File: config.mk
export PLATFORM = sky130hd
export DESIGN_NAME = nested_interrupt_controller
export DESIGN_NICKNAME = d
export VERILOG_FILES = /design/src/nic_pkg.sv /design/src/nested_interrupt_controller.sv
export VERILOG_INCLUDE_DIRS = /design/src /design/src/src
export SDC_FILE = /design/constraint.sdc
export NUM_CORES = 1
export LEC_CHECK = 0
export BUFFER_PORTS_ARGS = -buffer_cell sky130_fd_sc_hd__buf_2
export CAP_MARGIN = 25
export CORE_UTILIZATION = 52
export CTS_BUF_LIST = sky130_fd_sc_hd__clkbuf_2
export DETAILED_ROUTE_END_ITERATION = 16
export MAX_ROUTING_LAYER = met4
export PLACE_DENSITY = 0.83
export SLEW_MARGIN = 10
export SYNTH_ARGS = -nofsm -noshare
export SYNTH_HDL_FRONTEND = slang
export SYNTH_SLANG_ARGS = --single-unit
export TNS_END_PERCENT = 30
File: constraint.sdc
create_clock -name clk -period 3.4 [get_ports clk]
set_clock_uncertainty 0.15 [all_clocks]
set_input_delay 1.02 -clock clk [delete_from_list [all_inputs] [get_ports clk]]
set_output_delay 1.02 -clock clk [all_outputs]
set_load 0.02 [all_outputs]
File: src/nic_map.svh
`ifndef NIC_MAP_SVH
`define NIC_MAP_SVH

// -----------------------------------------------------------------
// Register indices (byte address is four times the index)
// -----------------------------------------------------------------
`define IDX_ENABLE_MASK   16'hc01a
`define IDX_GLOBAL_DIS    16'hc01b
`define IDX_GLOBAL_ENA    16'hc01c
`define IDX_DEPTH_COUNTER 16'hc01d
`define IDX_EVT_STATUS    16'hc040
`define IDX_EVT_MASK      16'hc041

// -----------------------------------------------------------------
// Reset values
// -----------------------------------------------------------------
`define RST_ENABLE_MASK   8'h00
`define RST_DEPTH         5'h00
`define RST_EVT           3'h0

// -----------------------------------------------------------------
// Source bit positions in the enable mask
// -----------------------------------------------------------------
`define BIT_SECOND_TIMER  7
`define BIT_FIRST_TIMER   6
`define BIT_SERIAL_RX     5
`define BIT_SERIAL_TX     4
`define BIT_SAMPLING_MOD  3
`define BIT_STREAM_INPUT  2
`define BIT_CONTROL_PORT  1
`define BIT_AUDIO_CONV    0

// -----------------------------------------------------------------
// Event status bits, depth limits, bus answers
// -----------------------------------------------------------------
`define EVT_TAKEN         0
`define EVT_UNDERFLOW     1
`define EVT_SATURATED     2
`define DEPTH_MAX         5'h1f
`define RESP_OKAY         2'h0
`define RESP_SLVERR       2'h2

`endif

File: src/nic_pkg.sv
package nic_pkg;

  // -----------------------------------------------------------------
  // Whole controller state
  // -----------------------------------------------------------------
  typedef struct packed {
    logic [7:0]  enable_mask;
    logic [4:0]  depth;
    logic [7:0]  pending;
    logic        irq;
    logic [2:0]  vector;
    logic [2:0]  evt_status;
    logic [2:0]  evt_mask;
    logic        evt_irq;
    logic        aw_held;
    logic [31:0] aw_addr;
    logic        w_held;
    logic [31:0] w_data;
    logic [3:0]  w_strb;
    logic        bvalid;
    logic [1:0]  bresp;
    logic        rvalid;
    logic [31:0] rdata;
    logic [1:0]  rresp;
  } ctl_state_s;

endpackage

File: src/nested_interrupt_controller.sv
`timescale 1ns/100ps
// Behaviour
// - Mask bits 7..4 gate second timer, first timer, serial rx, serial tx.
// - Mask bits 3..0 gate sampling modulator, stream input, control port, converter.
// - Enable mask write takes effect within six cycles.
// - Any global-disable write adds one to the nesting depth, which holds at 31.
// - Global-disable write takes effect within six cycles.
// - Global-enable write subtracts one, never below zero.
// - At depth zero the enabled sources may interrupt again.
// - Each interrupt taken by the core adds one to depth.
// - Global-enable write takes effect within six cycles.
// - Depth is readable; nonzero means all source interrupts disabled (evt_irq is not gated by depth).
`include "nic_map.svh"

module nested_interrupt_controller
  import nic_pkg::*;
(
  input  wire logic        clk,
  input  wire logic        rst_n,
  input  wire logic [31:0] s_axi_awaddr,
  input  wire logic        s_axi_awvalid,
  output logic             s_axi_awready,
  input  wire logic [31:0] s_axi_wdata,
  input  wire logic [3:0]  s_axi_wstrb,
  input  wire logic        s_axi_wvalid,
  output logic             s_axi_wready,
  output logic [1:0]       s_axi_bresp,
  output logic             s_axi_bvalid,
  input  wire logic        s_axi_bready,
  input  wire logic [31:0] s_axi_araddr,
  input  wire logic        s_axi_arvalid,
  output logic             s_axi_arready,
  output logic [31:0]      s_axi_rdata,
  output logic [1:0]       s_axi_rresp,
  output logic             s_axi_rvalid,
  input  wire logic        s_axi_rready,
  input  wire logic [7:0]  src_req,
  output logic             core_irq,
  output logic [2:0]       core_vector,
  input  wire logic        core_ack,
  output logic             evt_irq
);

  // -----------------------------------------------------------------
  // Helpers
  // -----------------------------------------------------------------
  function automatic logic hit(input logic [31:0] addr,
                               input logic [15:0] idx);
    hit = (addr[31:2] == {14'h0000, idx}) && (addr[1:0] == 2'h0);
  endfunction

  function automatic logic mapped(input logic [31:0] addr);
    mapped = hit(addr, `IDX_ENABLE_MASK) || hit(addr, `IDX_GLOBAL_DIS) ||
             hit(addr, `IDX_GLOBAL_ENA) || hit(addr, `IDX_DEPTH_COUNTER) ||
             hit(addr, `IDX_EVT_STATUS) || hit(addr, `IDX_EVT_MASK);
  endfunction

  // Highest source bit wins, so the second timer has top priority
  function automatic logic [2:0] top_bit(input logic [7:0] v);
    top_bit = 3'h0;
    for (int i = 0; i < 8; i++) begin
      if (v[i]) begin
        top_bit = 3'(i);
      end
    end
  endfunction

  // -----------------------------------------------------------------
  // Reset release
  // -----------------------------------------------------------------
  logic [1:0] rst_sync;
  logic       rst_q_n;

  always_ff @(posedge clk or negedge rst_n) begin
    if (!rst_n) begin
      rst_sync <= 2'h0;
    end else begin
      rst_sync <= {rst_sync[0], 1'b1};
    end
  end

  assign rst_q_n = rst_sync[1];

  // -----------------------------------------------------------------
  // State
  // -----------------------------------------------------------------
  ctl_state_s st_reg;
  ctl_state_s st_next;

  logic       wr_fire;
  logic       ar_fire;
  logic       take;
  logic       wr_mask;
  logic       wr_dis;
  logic       wr_ena;
  logic       wr_depth;
  logic [7:0] clr_mask;
  logic [5:0] sum;
  logic [2:0] evt_set;

  assign s_axi_awready = !st_reg.aw_held && !st_reg.bvalid;
  assign s_axi_wready  = !st_reg.w_held && !st_reg.bvalid;
  assign s_axi_arready = !st_reg.rvalid;
  assign s_axi_bvalid  = st_reg.bvalid;
  assign s_axi_bresp   = st_reg.bresp;
  assign s_axi_rvalid  = st_reg.rvalid;
  assign s_axi_rdata   = st_reg.rdata;
  assign s_axi_rresp   = st_reg.rresp;
  assign core_irq      = st_reg.irq;
  assign core_vector   = st_reg.vector;
  assign evt_irq       = st_reg.evt_irq;

  // Commit once both halves of a write are held
  assign wr_fire  = st_reg.aw_held && st_reg.w_held && !st_reg.bvalid;
  assign ar_fire  = s_axi_arvalid && s_axi_arready;
  assign wr_mask  = wr_fire && hit(st_reg.aw_addr, `IDX_ENABLE_MASK) && st_reg.w_strb[0];
  assign wr_dis   = wr_fire && hit(st_reg.aw_addr, `IDX_GLOBAL_DIS);
  assign wr_ena   = wr_fire && hit(st_reg.aw_addr, `IDX_GLOBAL_ENA);
  assign wr_depth = wr_fire && hit(st_reg.aw_addr, `IDX_DEPTH_COUNTER) && st_reg.w_strb[0];
  // Core takes the interrupt it is shown this cycle
  assign take     = core_ack && st_reg.irq;
  assign clr_mask = take ? (8'h01 << st_reg.vector) : 8'h00;

  always_comb begin
    st_next = st_reg;
    evt_set = 3'h0;
    sum     = {1'b0, st_reg.depth};

    // ---------------------------------------------------------------
    // Bus write channels
    // ---------------------------------------------------------------
    if (s_axi_awvalid && s_axi_awready) begin
      st_next.aw_held = 1'b1;
      st_next.aw_addr = s_axi_awaddr;
    end
    if (s_axi_wvalid && s_axi_wready) begin
      st_next.w_held = 1'b1;
      st_next.w_data = s_axi_wdata;
      st_next.w_strb = s_axi_wstrb;
    end
    if (wr_fire) begin
      st_next.aw_held = 1'b0;
      st_next.w_held  = 1'b0;
      st_next.bvalid  = 1'b1;
      st_next.bresp   = mapped(st_reg.aw_addr) ? `RESP_OKAY : `RESP_SLVERR;
    end
    if (st_reg.bvalid && s_axi_bready) begin
      st_next.bvalid = 1'b0;
    end

    // ---------------------------------------------------------------
    // Enable mask and event mask
    // ---------------------------------------------------------------
    // mask lands next edge
    if (wr_mask) begin
      st_next.enable_mask = st_reg.w_data[7:0];
    end
    if (wr_fire && hit(st_reg.aw_addr, `IDX_EVT_MASK) && st_reg.w_strb[0]) begin
      st_next.evt_mask = st_reg.w_data[2:0];
    end

    // ---------------------------------------------------------------
    // Nesting depth
    // ---------------------------------------------------------------
    // disable strobe adds one
    sum = sum + {5'h00, wr_dis} + {5'h00, take};
    if (wr_ena) begin
      if (sum != 6'h00) begin
        sum = sum - 6'h01;
      end else begin
        evt_set[`EVT_UNDERFLOW] = 1'b1;
      end
    end
    // Saturate rather than wrap, or nesting would silently reopen
    if (sum > {1'b0, `DEPTH_MAX}) begin
      sum = {1'b0, `DEPTH_MAX};
      evt_set[`EVT_SATURATED] = 1'b1;
    end
    st_next.depth = sum[4:0];
    if (wr_depth) begin
      st_next.depth = st_reg.w_data[4:0];
    end
    evt_set[`EVT_TAKEN] = take;

    // ---------------------------------------------------------------
    // Pending requests and forwarding
    // ---------------------------------------------------------------
    // held until taken, new request wins
    st_next.pending = (st_reg.pending & ~clr_mask) | src_req;
    st_next.irq    = (st_next.depth == 5'h00) &&
                     ((st_next.pending & st_next.enable_mask) != 8'h00);
    st_next.vector = top_bit(st_next.pending & st_next.enable_mask);

    // ---------------------------------------------------------------
    // Bus read channel
    // ---------------------------------------------------------------
    if (st_reg.rvalid && s_axi_rready) begin
      st_next.rvalid = 1'b0;
    end
    if (ar_fire) begin
      st_next.rvalid = 1'b1;
      st_next.rresp  = mapped(s_axi_araddr) ? `RESP_OKAY : `RESP_SLVERR;
      st_next.rdata  = 32'h0;
      if (hit(s_axi_araddr, `IDX_ENABLE_MASK)) begin
        st_next.rdata = {24'h0, st_reg.enable_mask};
      end
      if (hit(s_axi_araddr, `IDX_DEPTH_COUNTER)) begin
        st_next.rdata = {27'h0, st_reg.depth};
      end
      if (hit(s_axi_araddr, `IDX_EVT_MASK)) begin
        st_next.rdata = {29'h0, st_reg.evt_mask};
      end
      if (hit(s_axi_araddr, `IDX_EVT_STATUS)) begin
        st_next.rdata      = {29'h0, st_reg.evt_status};
        st_next.evt_status = 3'h0;
      end
    end

    // Set after clear so a same-cycle event survives the read
    st_next.evt_status = st_next.evt_status | evt_set;
    st_next.evt_irq    = (st_next.evt_status & st_next.evt_mask) != 3'h0;
  end

  always_ff @(posedge clk or negedge rst_q_n) begin
    if (!rst_q_n) begin
      st_reg             <= '0;
      st_reg.enable_mask <= `RST_ENABLE_MASK;
      st_reg.depth       <= `RST_DEPTH;
      st_reg.evt_status  <= `RST_EVT;
      st_reg.evt_mask    <= `RST_EVT;
    end else begin
      st_reg <= st_next;
    end
  end

  logic [4:0] depth_d;
  always_ff @(posedge clk or negedge rst_q_n) begin
    if (!rst_q_n) begin
      depth_d <= 5'h00;
    end else begin
      depth_d <= st_reg.depth;
    end
  end
endmodule

==> qor.yml <==
status: "finished, violations left"
failed_checks: "negative setup slack"
power.leakage_nw: 2.66
synthTopCellsByArea: "dfrtp_1 47%, mux2_2 11%, buf_4 6.4%"
async_flop_share: 1.00
holdWs_ps: 74.4
die_x_um: 97.0
slew_violations: 0
slew_headroom: 0.641
synth_most_common_cell: "dfrtp_1"
gr-max-usage-layer: "met2"
die_height_um: 97.0
hold_viol: 0
grtUsageMet3: 0.0549
drt-pass1-iter-count: 4
cts_buffers: 9
regArea_um2: 2230
gr-usage-met2: 0.412
h-tree-depth: 3
path_max_fanout: 3
fp.coreArea_um2: 8720
synth_commonest_cells: "89 x dfrtp_1, 47 x mux2_2, 40 x buf_4, 23 x nor2_1, 22 x nand2_1"
yosysTopAreaCellShare: 0.474
wl_per_cell_um: 16.5
placementRows: 34
antenna_left: 0
synth.distinct_cells: 64
gp_congestion: 0.897
avgSynthCellArea_um2: 11.4
met1_usage: 0.283
tns_ps: -924
yosysWarnings: 0
track_usage: 0.243
dp_hpwl_um: 8430
routed_wl_um: 10700
synthFlopType: "dfrtp_1"
tightest_slew_ps: 538
grt_max_degree: 48
seq_area_frac_synth: 0.474
crit_required_ps: 3730
cap_violations: 0
drc_errors: 0
cts_tree: "built"
synth_edf_count: 0
antenna_found_initial: 2
clk_pin_slew_worst_paths_ps: 260
ctsHoldBuffers: 0
gr-total-overflow: 0
fin_util: 0.643
grt_pass1_wl_um: 17700
mappedNetlistArea_um2: 4690
hold_path.class: "in2async"
setup.worst_path.start_class: "flop"
dr_total_vias: 3571
synth_top_area_cell: "dfrtp_1"
drive_gt1_frac: 0.458
vdd_drop_max_mv: 0.474
final-setup-viol-count: 8
clock.fmax_ghz: 0.272
setup_ws_ps: -276
die_area_um2: 9410
drt-vias-per-instance: 5.52
end_kind: "flop"
multi_input_area_um2: 2290
finalPower_mw: 3.02
initial_core_util: 0.538
first_global_vias: 3722
path_class: "reg2reg"
root_buffer: "clkbuf_2"
num-nets-final: 652
period_share: 1.08
rsz0062_at_grt: "true"
area_growth_pct: 19.5
period_minus_slack_ps: 3680
ys_ff_latch: 89
pin_count: 162
worstPathArrival_ps: 4010
cts.sinks: 89
postSynthCellCount: 413
clock_path_buffers: 2
power_density_nw_per_um2: 539
io_buffers: 108
largest_register_ffs: 70
clock_latency_ps: 550
drtIter0Drc: 141
nFillCells: 693
==> logic make-up after synthesis <==
| kind of cell | share of synthesized area |
|---|---|
| mux | 0.117 |
| buf+inv | 0.0842 |
| other cells | 0.00160 |
| fa+ha+maj | 0.00959 |
| simple gates | 0.189 |
| compound gates | 0.113 |
| xor+xnor | 0.0112 |
| flops | 0.474 |
==> path summary, 6_finish.rpt <==
check                                        from                       to  slack (ps)  depth (start not counted)
max                        st_reg[84]$_DFFE_PN0P_        evt_irq$_DFF_PN0_        -280                         15
min                                         rst_n    rst_sync[1]$_DFF_PN0_          70                          1
max reg2reg                st_reg[84]$_DFFE_PN0P_        evt_irq$_DFF_PN0_        -280                         15
min reg2reg                 rst_sync[1]$_DFF_PN0_  st_reg[103]$_DFFE_PN0P_         170                          0
max in group asynchronous   rst_sync[1]$_DFF_PN0_   st_reg[45]$_DFFE_PN0P_        2330                          1
min in group clk            rst_sync[0]$_DFF_PN0_    rst_sync[1]$_DFF_PN0_         240                          0
==> where the power goes <==
part	internal, mW	switching, mW
Sequential	1.33	0.260
Combinational	0.473	0.360
Clock	0.242	0.353
Total	2.05	0.973
==> area by class of cell <==
| class | count | share of cell area |
|---|---|---|
| clock inverters | 5 | 0.0145 |
| inverters | 12 | 0.00803 |
| clock buffers | 10 | 0.00892 |
| diodes | 2 | 0.000892 |
| well taps | 108 | 0.0241 |
| multi-input cells | 285 | 0.408 |
| repair buffers | 136 | 0.137 |
| flip-flops and latches | 89 | 0.398 |
==> layout by cell type, fill, tap and decap left out, types with 3 or more instances in the layout <==
cell type,count
clkbuf_2,10
nor4_1,8
and2_1,3
nand3_1,5
a21oi_2,3
nor4_4,4
o21ai_0,12
mux2_2,46
and4_1,9
nor2_1,22
buf_4,27
inv_1,11
buf_2,108
a221oi_1,3
dfrtp_1,87
a21o_1,8
nand4_1,6
nor4b_4,3
a22o_1,4
a21oi_1,12
or2_2,7
and3b_1,5
nand2_1,21
a32o_1,3
conb_1,27
nor2b_1,5
and3_1,4
==> routing by layer <==
metal  share of wire  wire length, um
met2            0.51             5430
met4           0.029              308
met5               0                0
met1            0.40             4320
met3           0.060              638
==> what timing repair did <==
item,in CTS,in global routing
endpoints found under the setup margin,8,8
pin swaps,6,10
gates resized for setup,4,11
setup buffers,2,0
==> critical path, stage by stage (launching register included) <==
cell,delay [ps]
dfrtp_1,460
nor4_4,350
nand4_4,160
nor2_4,130
nand4_1,190
fa_2,460
inv_2,80
ha_4,170
xnor2_4,140
nand4_1,180
a2111oi_4,250
mux2_4,380
buf_4,140
a21o_1,170
a22oi_2,140
nand2_1,70
==> per-stage QoR <==
stage / setup WS, ps / instances / area (um2)
after floorplan: -92.7 / 438 / 4830
after global placement: -291 / 627 / 5340
after detailed placement: -370 / 628 / 5360
after CTS: -306 / 645 / 5530
after global routing: -433 / 647 / 5610
final: -276 / 647 / 5610
(Power assumes the default switching activity.)
